--- src/shared/usb_cfg_pkg.sv ---
package usb_cfg_pkg;
   localparam int          data_width       = 32;
   localparam int          addr_width       = 8;
   localparam int          endpoint_count   = 16;
   // byte addresses of the registers
   localparam logic [7:0]  ptr_low_off      = 8'h00;
   localparam logic [7:0]  ptr_mid_off      = 8'h04;
   localparam logic [7:0]  ptr_top_off      = 8'h08;
   localparam logic [7:0]  module_cfg_off   = 8'h0c;
   localparam logic [7:0]  power_ctrl_off   = 8'h10;
   localparam logic [7:0]  irq_status_off   = 8'h14;
   localparam logic [7:0]  irq_mask_off     = 8'h18;
   localparam logic [7:0]  state_off        = 8'h1c;
   localparam logic [7:0]  endpoint_base    = 8'h40;
   // module configuration fields
   localparam int          eye_test_bit     = 7;
   localparam int          oe_monitor_bit   = 6;
   localparam int          stop_idle_bit    = 4;
   localparam int          auto_suspend_bit = 0;
   localparam logic [7:0]  module_cfg_mask  = 8'hd1;
   // power control fields
   localparam int          manual_suspend_bit = 1;
   localparam logic [7:0]  power_ctrl_mask  = 8'h02;
   // endpoint control fields
   localparam int          low_speed_bit    = 7;
   localparam int          retry_dis_bit    = 6;
   localparam int          ctrl_dis_bit     = 4;
   localparam int          rx_en_bit        = 3;
   localparam int          tx_en_bit        = 2;
   localparam int          stall_bit        = 1;
   localparam int          handshake_bit    = 0;
   localparam logic [7:0]  endpoint_mask    = 8'hdf;
   localparam logic [7:0]  ptr_low_mask     = 8'hfe;
   // interrupt events
   localparam int          irq_stall_bit    = 0;
   localparam int          irq_suspend_bit  = 1;
   localparam logic [7:0]  irq_mask_bits    = 8'h03;
   localparam logic [7:0]  reg_reset        = 8'h00;
   localparam logic [1:0]  resp_okay        = 2'b00;
   localparam logic [1:0]  resp_slverr      = 2'b10;
endpackage : usb_cfg_pkg

--- src/design/usb_endpoint_config_regs.sv ---
`timescale 1ns/1ps
module usb_endpoint_config_regs
   import usb_cfg_pkg::*;
#(
   parameter int endpoints = endpoint_count
) (
   input  wire logic                  clk,
   input  wire logic                  rst,
   input  wire logic [addr_width-1:0] s_axi_awaddr,
   input  wire logic                  s_axi_awvalid,
   output logic                       s_axi_awready,
   input  wire logic [31:0]           s_axi_wdata,
   input  wire logic [3:0]            s_axi_wstrb,
   input  wire logic                  s_axi_wvalid,
   output logic                       s_axi_wready,
   output logic [1:0]                 s_axi_bresp,
   output logic                       s_axi_bvalid,
   input  wire logic                  s_axi_bready,
   input  wire logic [addr_width-1:0] s_axi_araddr,
   input  wire logic                  s_axi_arvalid,
   output logic                       s_axi_arready,
   output logic [31:0]                s_axi_rdata,
   output logic [1:0]                 s_axi_rresp,
   output logic                       s_axi_rvalid,
   input  wire logic                  s_axi_rready,
   input  wire logic                  host_mode,
   input  wire logic                  chip_idle,
   input  wire logic                  chip_sleep,
   input  wire logic                  line_driving,
   input  wire logic [3:0]            token_endpoint,
   input  wire logic                  token_setup,
   input  wire logic                  stall_event,
   output logic [31:0]                table_base,
   output logic                       eye_pattern_test_en,
   output logic                       drive_enable_monitor,
   output logic                       module_run,
   output logic                       module_suspended,
   output logic                       clk48_enable,
   output logic                       low_speed_direct,
   output logic                       use_preamble,
   output logic                       hw_nak_retry,
   output logic                       token_rx_allowed,
   output logic                       token_tx_allowed,
   output logic                       token_setup_allowed,
   output logic                       token_handshake,
   output logic                       irq
);
   typedef enum logic [2:0] {
      run_state     = 3'b001,
      halted_state  = 3'b010,
      suspend_state = 3'b100
   } power_state_type;

   logic [7:0]            table_ptr_low_bits, next_table_ptr_low_bits;
   logic [7:0]            table_ptr_mid_byte, next_table_ptr_mid_byte;
   logic [7:0]            table_ptr_top_byte, next_table_ptr_top_byte;
   logic [7:0]            usb_module_config, next_usb_module_config;
   logic [7:0]            power_control_reg, next_power_control_reg;
   logic [7:0]            irq_status, next_irq_status;
   logic [7:0]            irq_mask, next_irq_mask;
   logic [7:0]            endpoint_control [endpoints];
   logic [7:0]            next_endpoint_control [endpoints];
   power_state_type       power_state, next_power_state;
   logic                  wr_strobe, rd_strobe, wr_ok, rd_ok;
   logic [addr_width-1:0] wr_addr, rd_addr;
   logic [7:0]            wr_byte, rd_byte;
   logic                  idle_level, sleep_level, drive_level;
   logic                  suspend_want, halt_want;
   logic [7:0]            irq_events;
   logic                  stall_hit;
   logic                  was_suspended;

   function automatic logic addr_is_endpoint(input logic [addr_width-1:0] a);
      return a[1:0] == 2'b00 && a >= endpoint_base
         && a < endpoint_base + 8'(endpoints * 4);
   endfunction : addr_is_endpoint

   function automatic logic [3:0] endpoint_index(input logic [addr_width-1:0] a);
      return 4'((a - endpoint_base) >> 2);
   endfunction : endpoint_index

   function automatic logic addr_is_mapped(input logic [addr_width-1:0] a);
      return addr_is_endpoint(a) || a == ptr_low_off || a == ptr_mid_off
         || a == ptr_top_off || a == module_cfg_off || a == power_ctrl_off
         || a == irq_status_off || a == irq_mask_off || a == state_off;
   endfunction : addr_is_mapped

   usb_cfg_axi_slave bus (
      .clk           (clk),
      .rst           (rst),
      .s_axi_awaddr  (s_axi_awaddr),
      .s_axi_awvalid (s_axi_awvalid),
      .s_axi_awready (s_axi_awready),
      .s_axi_wdata   (s_axi_wdata),
      .s_axi_wstrb   (s_axi_wstrb),
      .s_axi_wvalid  (s_axi_wvalid),
      .s_axi_wready  (s_axi_wready),
      .s_axi_bresp   (s_axi_bresp),
      .s_axi_bvalid  (s_axi_bvalid),
      .s_axi_bready  (s_axi_bready),
      .s_axi_araddr  (s_axi_araddr),
      .s_axi_arvalid (s_axi_arvalid),
      .s_axi_arready (s_axi_arready),
      .s_axi_rdata   (s_axi_rdata),
      .s_axi_rresp   (s_axi_rresp),
      .s_axi_rvalid  (s_axi_rvalid),
      .s_axi_rready  (s_axi_rready),
      .wr_strobe     (wr_strobe),
      .wr_addr       (wr_addr),
      .wr_byte       (wr_byte),
      .wr_ok         (wr_ok),
      .rd_strobe     (rd_strobe),
      .rd_addr       (rd_addr),
      .rd_byte       (rd_byte),
      .rd_ok         (rd_ok)
   );

   usb_pin_sync #(
      .width (3)
   ) pins (
      .clk   (clk),
      .rst   (rst),
      .pin   ({chip_idle, chip_sleep, line_driving}),
      .level ({idle_level, sleep_level, drive_level})
   );

   assign wr_ok = addr_is_mapped(wr_addr);
   assign rd_ok = addr_is_mapped(rd_addr);
   assign stall_hit = stall_event;
   assign was_suspended = power_state == suspend_state;
   assign suspend_want  = (usb_module_config[auto_suspend_bit] && sleep_level)
                          || power_control_reg[manual_suspend_bit];
   assign halt_want     = usb_module_config[stop_idle_bit] && idle_level;

   // read mux: upper 24 bits are zero-filled by the slave
   always_comb
   begin
      rd_byte = 8'h00;
      if (addr_is_endpoint(rd_addr))
         rd_byte = endpoint_control[endpoint_index(rd_addr)];
      else
         case (rd_addr)
            ptr_low_off:    rd_byte = table_ptr_low_bits;
            ptr_mid_off:    rd_byte = table_ptr_mid_byte;
            ptr_top_off:    rd_byte = table_ptr_top_byte;
            module_cfg_off: rd_byte = usb_module_config;
            power_ctrl_off: rd_byte = power_control_reg;
            irq_status_off: rd_byte = irq_status;
            irq_mask_off:   rd_byte = irq_mask;
            state_off:      rd_byte = {5'b00000, power_state};
            default:        rd_byte = 8'h00;
         endcase
   end

   always_comb
   begin
      next_table_ptr_low_bits = table_ptr_low_bits;
      next_table_ptr_mid_byte = table_ptr_mid_byte;
      next_table_ptr_top_byte = table_ptr_top_byte;
      next_usb_module_config  = usb_module_config;
      next_power_control_reg  = power_control_reg;
      next_irq_mask           = irq_mask;
      next_irq_status         = irq_status;
      next_endpoint_control   = endpoint_control;
      irq_events              = 8'h00;
      if (wr_strobe)
      begin
         if (addr_is_endpoint(wr_addr))
            next_endpoint_control[endpoint_index(wr_addr)] = wr_byte & endpoint_mask;
         else
            case (wr_addr)
               ptr_low_off:    next_table_ptr_low_bits = wr_byte & ptr_low_mask;
               ptr_mid_off:    next_table_ptr_mid_byte = wr_byte;
               ptr_top_off:    next_table_ptr_top_byte = wr_byte;
               module_cfg_off: next_usb_module_config  = wr_byte & module_cfg_mask;
               power_ctrl_off: next_power_control_reg  = wr_byte & power_ctrl_mask;
               irq_mask_off:   next_irq_mask           = wr_byte & irq_mask_bits;
               irq_status_off: next_irq_status         = irq_status & ~wr_byte;
               default:        ;
            endcase
      end
      // stall status set by hardware wins over a software write
      if (stall_hit)
         next_endpoint_control[token_endpoint][stall_bit] = 1'b1;
      irq_events[irq_stall_bit]   = stall_hit;
      irq_events[irq_suspend_bit] = next_power_state == suspend_state && !was_suspended;
      next_irq_status = next_irq_status | irq_events;
   end

   always_comb
   begin
      next_power_state = power_state;
      // suspend outranks the idle halt in every state
      case (power_state)
         run_state:
            if (suspend_want)
               next_power_state = suspend_state;
            else if (halt_want)
               next_power_state = halted_state;
         halted_state:
            if (suspend_want)
               next_power_state = suspend_state;
            else if (!halt_want)
               next_power_state = run_state;
         suspend_state:
            if (!suspend_want)
               next_power_state = run_state;
         default:
            next_power_state = run_state;
      endcase
   end

   always_ff @(posedge clk or posedge rst)
   begin
      if (rst)
      begin
         table_ptr_low_bits   <= reg_reset;
         table_ptr_mid_byte   <= reg_reset;
         table_ptr_top_byte   <= reg_reset;
         usb_module_config    <= reg_reset;
         power_control_reg    <= reg_reset;
         irq_status           <= reg_reset;
         irq_mask             <= reg_reset;
         power_state          <= run_state;
         for (int i = 0; i < endpoints; i++)
            endpoint_control[i] <= reg_reset;
         table_base           <= 32'h00000000;
         eye_pattern_test_en  <= 1'b0;
         drive_enable_monitor <= 1'b0;
         module_run           <= 1'b1;
         module_suspended     <= 1'b0;
         clk48_enable         <= 1'b1;
         low_speed_direct     <= 1'b0;
         use_preamble         <= 1'b0;
         hw_nak_retry         <= 1'b0;
         token_rx_allowed     <= 1'b0;
         token_tx_allowed     <= 1'b0;
         token_setup_allowed  <= 1'b0;
         token_handshake      <= 1'b0;
         irq                  <= 1'b0;
      end
      else
      begin
         table_ptr_low_bits   <= next_table_ptr_low_bits;
         table_ptr_mid_byte   <= next_table_ptr_mid_byte;
         table_ptr_top_byte   <= next_table_ptr_top_byte;
         usb_module_config    <= next_usb_module_config;
         power_control_reg    <= next_power_control_reg;
         irq_status           <= next_irq_status;
         irq_mask             <= next_irq_mask;
         power_state          <= next_power_state;
         endpoint_control     <= next_endpoint_control;
         table_base           <= {next_table_ptr_top_byte, next_table_ptr_mid_byte,
                                  next_table_ptr_low_bits[7:1], 9'h000};
         eye_pattern_test_en  <= next_usb_module_config[eye_test_bit];
         drive_enable_monitor <= usb_module_config[oe_monitor_bit] && drive_level;
         module_run           <= next_power_state == run_state;
         module_suspended     <= next_power_state == suspend_state;
         clk48_enable         <= next_power_state != suspend_state;
         low_speed_direct     <= host_mode && next_endpoint_control[0][low_speed_bit];
         use_preamble         <= host_mode && !next_endpoint_control[0][low_speed_bit];
         hw_nak_retry         <= host_mode && !next_endpoint_control[0][retry_dis_bit];
         token_rx_allowed     <= endpoint_control[token_endpoint][rx_en_bit];
         token_tx_allowed     <= endpoint_control[token_endpoint][tx_en_bit];
         token_setup_allowed  <= token_setup && endpoint_control[token_endpoint][rx_en_bit]
                                 && endpoint_control[token_endpoint][tx_en_bit]
                                 && !endpoint_control[token_endpoint][ctrl_dis_bit];
         token_handshake      <= endpoint_control[token_endpoint][handshake_bit];
         irq                  <= (next_irq_status & irq_mask) != 8'h00;
      end
   end

   a_upper_zero: assert property (@(posedge clk) disable iff (rst)
      s_axi_rvalid |-> s_axi_rdata[31:8] == 24'h000000)
      else $error("upper read bits not zero");
   a_base_align: assert property (@(posedge clk) disable iff (rst)
      table_base[8:0] == 9'h000 && table_base[31:24] == table_ptr_top_byte)
      else $error("table base misformed");
   a_base_mid: assert property (@(posedge clk) disable iff (rst)
      table_base[23:9] == {table_ptr_mid_byte, table_ptr_low_bits[7:1]})
      else $error("table base middle bits wrong");
   a_eye_follow: assert property (@(posedge clk) disable iff (rst)
      eye_pattern_test_en == usb_module_config[eye_test_bit])
      else $error("eye test enable mismatch");
   a_oe_monitor: assert property (@(posedge clk) disable iff (rst)
      !usb_module_config[oe_monitor_bit] |=> !drive_enable_monitor)
      else $error("oe indication active while disabled");
   a_idle_stop: assert property (@(posedge clk) disable iff (rst)
      usb_module_config[stop_idle_bit] && idle_level && power_state == run_state
      && !power_control_reg[manual_suspend_bit] && !sleep_level |=> !module_run)
      else $error("module kept running in idle");
   a_auto_susp: assert property (@(posedge clk) disable iff (rst)
      usb_module_config[auto_suspend_bit] && sleep_level |=> module_suspended)
      else $error("no automatic suspend on sleep");
   a_clk_gate: assert property (@(posedge clk) disable iff (rst)
      power_control_reg[manual_suspend_bit] |=> !clk48_enable ##0 module_suspended)
      else $error("manual suspend did not gate clock");
   a_retry_off: assert property (@(posedge clk) disable iff (rst)
      endpoint_control[0][retry_dis_bit] |-> !hw_nak_retry)
      else $error("nak retry while disabled");
   a_rx_gate: assert property (@(posedge clk) disable iff (rst)
      !endpoint_control[token_endpoint][rx_en_bit] |=> !token_rx_allowed)
      else $error("receive allowed while disabled");
   a_stall_set: assert property (@(posedge clk) disable iff (rst)
      stall_hit |=> endpoint_control[$past(token_endpoint)][stall_bit])
      else $error("stall status not set");
   a_low_speed: assert property (@(posedge clk) disable iff (rst)
      low_speed_direct |-> endpoint_control[0][low_speed_bit] && !use_preamble)
      else $error("low-speed direct without enable");
   a_tx_gate: assert property (@(posedge clk) disable iff (rst)
      !endpoint_control[token_endpoint][tx_en_bit] |=> !token_tx_allowed)
      else $error("transmit allowed while disabled");
   a_setup_gate: assert property (@(posedge clk) disable iff (rst)
      endpoint_control[token_endpoint][ctrl_dis_bit] |=> !token_setup_allowed)
      else $error("setup allowed on data-only endpoint");
   a_handshake_gate: assert property (@(posedge clk) disable iff (rst)
      !endpoint_control[token_endpoint][handshake_bit] |=> !token_handshake)
      else $error("handshake while disabled");
   a_manual_only: assert property (@(posedge clk) disable iff (rst)
      !usb_module_config[auto_suspend_bit] && !power_control_reg[manual_suspend_bit]
      |=> !module_suspended)
      else $error("suspended without request");
endmodule : usb_endpoint_config_regs

--- src/design/usb_cfg_axi_slave.sv ---
`timescale 1ns/1ps
module usb_cfg_axi_slave
   import usb_cfg_pkg::*;
(
   input  wire logic                  clk,
   input  wire logic                  rst,
   input  wire logic [addr_width-1:0] s_axi_awaddr,
   input  wire logic                  s_axi_awvalid,
   output logic                       s_axi_awready,
   input  wire logic [31:0]           s_axi_wdata,
   input  wire logic [3:0]            s_axi_wstrb,
   input  wire logic                  s_axi_wvalid,
   output logic                       s_axi_wready,
   output logic [1:0]                 s_axi_bresp,
   output logic                       s_axi_bvalid,
   input  wire logic                  s_axi_bready,
   input  wire logic [addr_width-1:0] s_axi_araddr,
   input  wire logic                  s_axi_arvalid,
   output logic                       s_axi_arready,
   output logic [31:0]                s_axi_rdata,
   output logic [1:0]                 s_axi_rresp,
   output logic                       s_axi_rvalid,
   input  wire logic                  s_axi_rready,
   output logic                       wr_strobe,
   output logic [addr_width-1:0]      wr_addr,
   output logic [7:0]                 wr_byte,
   input  wire logic                  wr_ok,
   output logic                       rd_strobe,
   output logic [addr_width-1:0]      rd_addr,
   input  wire logic [7:0]            rd_byte,
   input  wire logic                  rd_ok
);
   logic                  aw_held, w_held, next_aw_held, next_w_held;
   logic [addr_width-1:0] aw_addr, next_aw_addr;
   logic [7:0]            w_byte, next_w_byte;
   logic                  w_lane0, next_w_lane0;
   logic                  next_bvalid, next_rvalid;
   logic [1:0]            next_bresp, next_rresp;
   logic [31:0]           next_rdata;
   logic                  fire_wr;

   assign fire_wr       = aw_held && w_held && !s_axi_bvalid;
   assign wr_strobe     = fire_wr && w_lane0;
   assign wr_addr       = aw_addr;
   assign wr_byte       = w_byte;
   assign rd_strobe     = s_axi_arvalid && s_axi_arready;
   assign rd_addr       = s_axi_araddr;

   always_comb
   begin
      next_aw_held = aw_held;
      next_w_held  = w_held;
      next_aw_addr = aw_addr;
      next_w_byte  = w_byte;
      next_w_lane0 = w_lane0;
      next_bvalid  = s_axi_bvalid;
      next_bresp   = s_axi_bresp;
      next_rvalid  = s_axi_rvalid;
      next_rresp   = s_axi_rresp;
      next_rdata   = s_axi_rdata;
      if (s_axi_awvalid && s_axi_awready)
      begin
         next_aw_held = 1'b1;
         next_aw_addr = s_axi_awaddr;
      end
      if (s_axi_wvalid && s_axi_wready)
      begin
         next_w_held  = 1'b1;
         next_w_byte  = s_axi_wdata[7:0];
         next_w_lane0 = s_axi_wstrb[0];
      end
      if (fire_wr)
      begin
         next_aw_held = 1'b0;
         next_w_held  = 1'b0;
         next_bvalid  = 1'b1;
         next_bresp   = wr_ok ? resp_okay : resp_slverr;
      end
      else if (s_axi_bvalid && s_axi_bready)
         next_bvalid = 1'b0;
      if (rd_strobe)
      begin
         next_rvalid = 1'b1;
         next_rresp  = rd_ok ? resp_okay : resp_slverr;
         next_rdata  = {24'h000000, rd_byte};
      end
      else if (s_axi_rvalid && s_axi_rready)
         next_rvalid = 1'b0;
   end

   always_ff @(posedge clk or posedge rst)
   begin
      if (rst)
      begin
         aw_held      <= 1'b0;
         w_held       <= 1'b0;
         aw_addr      <= '0;
         w_byte       <= 8'h00;
         w_lane0      <= 1'b0;
         s_axi_bvalid <= 1'b0;
         s_axi_bresp  <= 2'b00;
         s_axi_rvalid <= 1'b0;
         s_axi_rresp  <= 2'b00;
         s_axi_rdata  <= 32'h00000000;
         s_axi_awready <= 1'b1;
         s_axi_wready  <= 1'b1;
         s_axi_arready <= 1'b1;
      end
      else
      begin
         aw_held      <= next_aw_held;
         w_held       <= next_w_held;
         aw_addr      <= next_aw_addr;
         w_byte       <= next_w_byte;
         w_lane0      <= next_w_lane0;
         s_axi_bvalid <= next_bvalid;
         s_axi_bresp  <= next_bresp;
         s_axi_rvalid <= next_rvalid;
         s_axi_rresp  <= next_rresp;
         s_axi_rdata  <= next_rdata;
         // readies follow the next slot state: awready/wready drop while held or while next_bvalid is set, arready while next_rvalid is set
         s_axi_awready <= !next_aw_held && !next_bvalid;
         s_axi_wready  <= !next_w_held && !next_bvalid;
         s_axi_arready <= !next_rvalid;
      end
   end
endmodule : usb_cfg_axi_slave

--- src/design/usb_pin_sync.sv ---
`timescale 1ns/1ps
module usb_pin_sync #(
   parameter int width = 1
) (
   input  wire logic             clk,
   input  wire logic             rst,
   input  wire logic [width-1:0] pin,
   output logic [width-1:0]      level
);
   logic [width-1:0] first_stage;

   always_ff @(posedge clk or posedge rst)
   begin
      if (rst)
      begin
         first_stage <= '0;
         level       <= '0;
      end
      else
      begin
         first_stage <= pin;
         level       <= first_stage;
      end
   end
endmodule : usb_pin_sync

--- config.mk ---
export PLATFORM = sky130hd
export DESIGN_NAME = usb_endpoint_config_regs
export DESIGN_NICKNAME = d
export VERILOG_FILES = /design/src/shared/usb_cfg_pkg.sv /design/src/design/usb_endpoint_config_regs.sv /design/src/design/usb_cfg_axi_slave.sv /design/src/design/usb_pin_sync.sv
export SDC_FILE = /design/constraint.sdc
export NUM_CORES = 1
export LEC_CHECK = 0
export ABC_AREA = 0
export BUFFER_PORTS_ARGS = -buffer_cell sky130_fd_sc_hd__buf_2
export CAP_MARGIN = 0
export CELL_PAD_IN_SITES_DETAIL_PLACEMENT = 1
export CELL_PAD_IN_SITES_GLOBAL_PLACEMENT = 2
export CORE_MARGIN = 4
export CORE_UTILIZATION = 39
export CTS_CLUSTER_DIAMETER = 30
export DETAILED_ROUTE_END_ITERATION = 6
export HOLD_SLACK_MARGIN = 0.05
export PLACE_DENSITY_LB_ADDON = 0.1
export SYNTH_ARGS = -nofsm -noshare
export SYNTH_HDL_FRONTEND = slang
export SYNTH_SLANG_ARGS = --single-unit
--- constraint.sdc ---
create_clock -name clk -period 7.4 [get_ports clk]
set_input_delay 1.11 -clock clk [delete_from_list [all_inputs] [get_ports clk]]
set_output_delay 1.11 -clock clk [all_outputs]
set_load 0.005 [all_outputs]
After elaboration in Yosys (flattened, before gate mapping). Cells that the tools add are included.

Flip-flop bits (word level): 246. Input port bits: 69. Output and inout port bits: 86. Logic and storage cells: 200.

$add $sub $neg: 2. $lt $le $gt $ge: 9. Equality and inequality tests: 20. Muxes and demuxes: 47. Bitwise operators: 9. Reductions and logical operators: 60.

Operator list (number): $mux 128 (3); $mux 8 (19); $bwmux 128 (1); $or 128x128->128 (1); $bmux 8 s4 (2); $demux 8 s4 (2); $eq 8x5->1 const B (8); $pmux 8 s8 (1); $eq 8x4->1 const B (4); $logic_and 1x1->1 (26); $logic_or 1x1->1 (17); $eq 8x3->1 const B (2); $ge 8x7->1 const B (2); $logic_not 8->1 (2); $lt 8x8->1 const B (2); $ge 5x5->1 const B (3); $mux 3 (5); $not 4->5 (3); $sub 6x1->6 const B (2); $lt 5x1->1 const B (2); $mux 5 (2); $logic_not 1->1 (9); $pmux 3 s3 (1); $reduce_and 3->1 (3); other kinds (13) (25).

Logic depth before layout (Yosys ltp).
Depth after elaboration: 13. Gate-level depth with buffers: 8.

Hierarchy. From an unflattened synthesis, not the netlist that was laid out.

Cells, all modules: 738. Area, all modules: 10112.2 µm².

By module, submodules not included: usb_endpoint_config_regs (instances 1, cells an instance 612, area an instance 8396.8 µm², sequential area each 4132.7 µm²); usb_cfg_axi_slave (instances 1, cells an instance 119, area an instance 1561.5 µm², sequential area each 854.6 µm²); usb_pin_sync (instances 1, cells an instance 7, area an instance 153.9 µm², sequential area each 150.1 µm²).

Worst setup path after synthesis. Ideal clock, no wire load.

Kind: input -> register. From: in token_endpoint[0]. To: reg token_handshake. Setup time: 0.138 ns. Data arrival time: 2.450 ns. Data required time: 7.262 ns. Path slack: 4.811 ns. Stages: 4. Path buffers: 2. Cells stage by stage: buf_4 buf_4 mux4_2 mux4_2.

Cells in the longest elaborated chain, start to end: 4.

RTL lines: start: declaration (line usb_endpoint_config_regs.sv:30) `input wire logic [3:0] token_endpoint,`; $not 4->5 (implied by the code) (line usb_endpoint_config_regs.sv:268) `token_handshake <= endpoint_control[token_endpoint][handshake_bit];`; $bmux 8 s4 (line usb_endpoint_config_regs.sv:268); $mux 5 (implied by the code) (2 in a row) (line usb_endpoint_config_regs.sv:268); end signal: assignment (line usb_endpoint_config_regs.sv:268); end: declaration (line usb_endpoint_config_regs.sv:45) `output logic token_handshake,`.

Every way passes these cells. The select of a mux whose other input is x is not followed. A chain may end at the register's enable or synchronous reset.

Worst setup path in the final report.
From: in s_axi_araddr[2]. To: reg bus.s_axi_rdata[6].

Cells in the longest elaborated chain, start to end: 6. Elaborated cells on any way between the ends: 19.

RTL lines: start: declaration (line usb_endpoint_config_regs.sv:19) `input wire logic [addr_width-1:0] s_axi_araddr,`; $sub 6x1->6 (line usb_endpoint_config_regs.sv:79) `return 4'((a - endpoint_base) >> 2);`; $not 4->5 (implied by the code) (line usb_endpoint_config_regs.sv:140) `rd_byte = endpoint_control[endpoint_index(rd_addr)];`; $bmux 8 s4 (line usb_endpoint_config_regs.sv:140); $mux 8 (implied by the code) (2 in a row) (line usb_endpoint_config_regs.sv:140); $mux 8 (*) (line usb_endpoint_config_regs.sv:139) `if (addr_is_endpoint(rd_addr))`; end signal: assignment (line usb_cfg_axi_slave.sv:120) `s_axi_rdata <= next_rdata;`; end: declaration (line usb_cfg_axi_slave.sv:20) `output logic [31:0] s_axi_rdata,`.

Every way passes the cells marked *; elsewhere a longest branch is shown, timed or not. The select of a mux whose other input is x is not followed.

==> impl_metrics.py <==
metrics = {
    "run_status": {
        "result_of_the_run": "completed",
    },
    "final_layout": {
        "layout-drive-gt1-share_pct": 45.1,
        "regMostFlops": "endpoint_control",
        "nets": 896,
        "areaGrowthSynthToFinish_pct": 22.5,
        "largest_regs": "endpoint_control x112, table_base x9",
        "largest_reg_flops": 112,
        "antenna_cells": 0,
    },
    "sta": {
        "post-route-min-period_ns": 2.89,
        "summed_negative_setup_slack_over_all_endpoints_ns": 0,
        "fmax_mhz": 346,
        "final.period_utilization_pct": 39.1,
        "setup_viol_count_final": 0,
        "timing.slew.headroom_pct": 20.3,
        "final_max_slew_viol_count": 0,
        "rsz0062_at_grt": "false",
        "finalClockSkew_ns": 0.0217,
        "tightestPinTransition_ns": 1.19,
        "timing.final.hold_violations": 0,
    },
    "power_and_ir_drop": {
        "clock_power_share_pct": 51.6,
        "sequentialPowerShare_pct": 37.5,
        "combinationalPowerShare_pct": 10.9,
        "intPower_uw": 3000,
        "ir_worst_vdd_mv": 0.208,
        "power-per-cell-area_nw_per_um2": 336,
        "power.leakage_uw": 0.00578,
        "power.share.switching_pct": 26.6,
        "design_power_total_uw": 4080,
        "p_sw_uw": 1080,
    },
    "grt": {
        "track_usage_pct": 19.8,
        "first_global_vias": 7149,
        "grt_max_degree": 125,
        "initial_antenna_violation_count": 0,
        "grt_first_pass_wirelength_um": 43200,
        "overflow": 0,
    },
    "synth": {
        "synth-edff-count": 0,
        "ys_seq_area_share_pct": 51.9,
        "yosys_register_bits": 205,
        "syn-cell-area_sq_um": 9900,
        "syn-mean-instance-area_sq_um": 13.7,
        "top_reg_cell_synth": "dfrtp_1",
        "synth_cells": 722,
        "count_of_cell_types_in_the_netlist": 59,
        "async_s_r_ff_share_synth_pct": 100,
        "synthesis.yosys.warnings": 0,
    },
    "clock_network": {
        "cts.hold.buffers_added": 0,
        "clock_pin_transition_on_the_worst_setup_and_hold_timing_paths_ns": 0.04,
        "clock_tree.buffer_depth": 3,
        "clock-sinks": 205,
        "ctsRootBufferMaster": "clkbuf_16",
        "htree_levels": 2,
        "cts_setup_buffers": 0,
        "clk_latency_ns": 0.53,
        "post_cts_resized": 0,
        "num_cts_buffers": 48,
        "tritoncts": "built",
    },
    "floorplan": {
        "core-area_sq_um": 25100,
        "design.portCount": 155,
        "rows": 58,
        "die_w_um": 167,
        "die_area_sq_um": 28000,
        "die_y_um": 167,
        "starting_density_of_the_core_pct": 39.4,
    },
    "placed_design": {
        "hpwlAfterDp_um": 18000,
        "gp_congestion": 0.789,
        "count_of_buffers_inserted_at_the_top_level_ports": 92,
    },
    "worst_hold_path": {
        "worstHoldStart": "pins.first_stage[2]",
        "worst_hold_path.num_cells": 0,
        "hold_path_end": "pins.level[2]",
        "worst_hold_path_type": "reg2reg",
    },
    "setup_path": {
        "worst_path_dominant_cell_family": "buffers and inverters",
        "cp.buffers_inverters": 2,
        "cp_cell_instances": "buf_2, buf_4, mux4_2, a22oi_1, nand3_1, a221oi_1, nor2_1",
        "ff2ff_setup_slack_ns": 4.92,
        "worstReg2RegStart": "bus.wr_addr[7]",
        "critPathRequiredTime_ns": 7.80,
        "critPathLaunchType": "input port",
        "timing.rr.end": "endpoint_control[18]",
        "crit_arrival_ns": 3.30,
        "crit_type": "in2reg",
        "worst-path-max-fanout": 47,
        "delay_of_the_slowest_critical_path_stage_ns": 0.68,
        "rr_worst_depth": 4,
        "end_kind": "register",
        "cp_slowest_cell": "buf_4",
    },
    "drt": {
        "antenna_left": 0,
        "first_pass_iters": 4,
        "drc_errors": 0,
        "first_iter_violations": 336,
        "detail_route.vias_per_cell": 5.37,
        "totalWireLength_um": 27800,
        "routed-via-count": 6413,
        "detail_route.wl_per_cell_um": 23.3,
    },
    "job": {
        "drv_cap": 0,
    },
}
worst max-delay path by stage:
| stage | from | to | slack (ns) | cells past startpoint |
|---|---|---|---|---|
| 2_1_floorplan | rst | bus.aw_held | 0.70 | 1 |
| 3_3_place_gp | s_axi_araddr[2] | bus.s_axi_rdata[6] | 3.88 | 7 |
| 3_5_place_dp | s_axi_araddr[2] | bus.s_axi_rdata[6] | 3.91 | 7 |
| 4_1_cts | s_axi_araddr[2] | bus.s_axi_rdata[6] | 4.45 | 7 |
| 5_1_grt | s_axi_araddr[2] | bus.s_axi_rdata[6] | 4.30 | 7 |
| 6_report | s_axi_araddr[2] | bus.s_axi_rdata[6] | 4.51 | 7 |
worst reg2reg max path, cell delays in order (launching register included):
cell	delay, ns
dfrtp_1	0.39
nor3_1	0.46
nand2_1	0.22
nor3_2	0.86
mux2_2	0.42
kinds of logic after synthesis:
logic type / Yosys count / share of synthesized area [%]
buf+inv: 84 / 4.84
mux: 227 / 30.6
simple gates: 125 / 7.49
flops: 205 / 51.9
other cells: 1 / 0.0379
compound gates: 79 / 5.07
xor+xnor: 1 / 0.0885
through the flow:
stage	area, sq um	util, %	std cells	hold slack, ns	worst slack (ns)
global placement	10500	41.8	1107	0.339	3.88
finish	12100	48.3	1194	0.353	4.51
floorplan	10000	-	756	0.331	0.704
detailed placement	10500	41.8	1107	0.349	3.91
global route	12100	48.3	1194	0.368	4.30
CTS	12100	48.3	1194	0.359	4.45
power by group through the flow:
stage | registers [uW] | logic, uW | clock network [uW]
after floorplan | 1390 | 420 | 0
after CTS | 1530 | 457 | 2150
after detailed placement | 1550 | 452 | 0
final | 1530 | 446 | 2110
after global routing | 1560 | 494 | 2210
after global placement | 1520 | 439 | 0
cells in the mapped netlist, drive strengths merged, types with 2 or more instances:
cell / instances / share of area (%)
dfrtp: 199 / 50
mux2: 146 / 17
buf: 52 / 3.6
mux4: 46 / 10
mux2i: 35 / 3.5
nand2: 31 / 1.3
clkbuf: 23 / 0.87
nor2: 22 / 1.1
o21ai: 22 / 1.1
nand3: 16 / 0.81
a21oi: 14 / 0.71
nor2b: 9 / 0.57
inv: 8 / 0.30
nor3: 8 / 0.62
a21boi: 7 / 0.53
a22oi: 7 / 0.53
a31oi: 7 / 0.44
dfstp: 6 / 1.6
and3: 5 / 0.32
nand2b: 5 / 0.32
and2: 4 / 0.25
nor3b: 4 / 0.35
o22ai: 4 / 0.25
a21o: 3 / 0.23
a22o: 3 / 0.27
nand3b: 3 / 0.35
nand4: 3 / 0.19
or3: 3 / 0.19
a211o: 2 / 0.18
a211oi: 2 / 0.15
a221oi: 2 / 0.18
and4b: 2 / 0.20
nor4: 2 / 0.19
nor4b: 2 / 0.24
o2bb2ai: 2 / 0.18
or2: 2 / 0.13
placed cells by master, fill, tap and decap left out, drive strengths merged, types with 3 or more instances in the layout:
cell,Yosys,layout
a22o,3,3
clkbuf,23,69
or3,3,3
nor2,22,22
nand3,16,16
a22oi,7,7
mux4,46,46
nand4,3,3
dfrtp,199,199
nand3b,3,3
nand2,31,31
a21o,3,3
bufinv,0,6
and2,4,4
nor3,8,8
mux2,146,146
buf,52,96
nor2b,9,9
a21oi,14,14
conb,1,35
a21boi,7,7
and3,5,5
mux2i,35,35
clkinv,1,11
nand2b,5,5
a31oi,7,7
nor3b,4,4
o21ai,22,22
inv,8,9
o22ai,4,4
dfstp,6,6
final cells by class:
cell class	instances	area, sq um
fillers	2553	13000
flip-flops and latches	205	5140
multi-input cells	467	4410
clock buffers	69	1380
repair buffers	96	490
well taps	330	413
clock inverters	18	258
inverters	9	41.3
layer usage:
| layer | global-route usage [%] | share of wire, % |
|---|---|---|
| met2 | 32.8 | 49 |
| met4 | 4.38 | 1.4 |
| met5 | 0 | 0 |
| met1 | 27.3 | 46 |
| met3 | 3.73 | 4.1 |
Power figures use the tool's default switching activity.
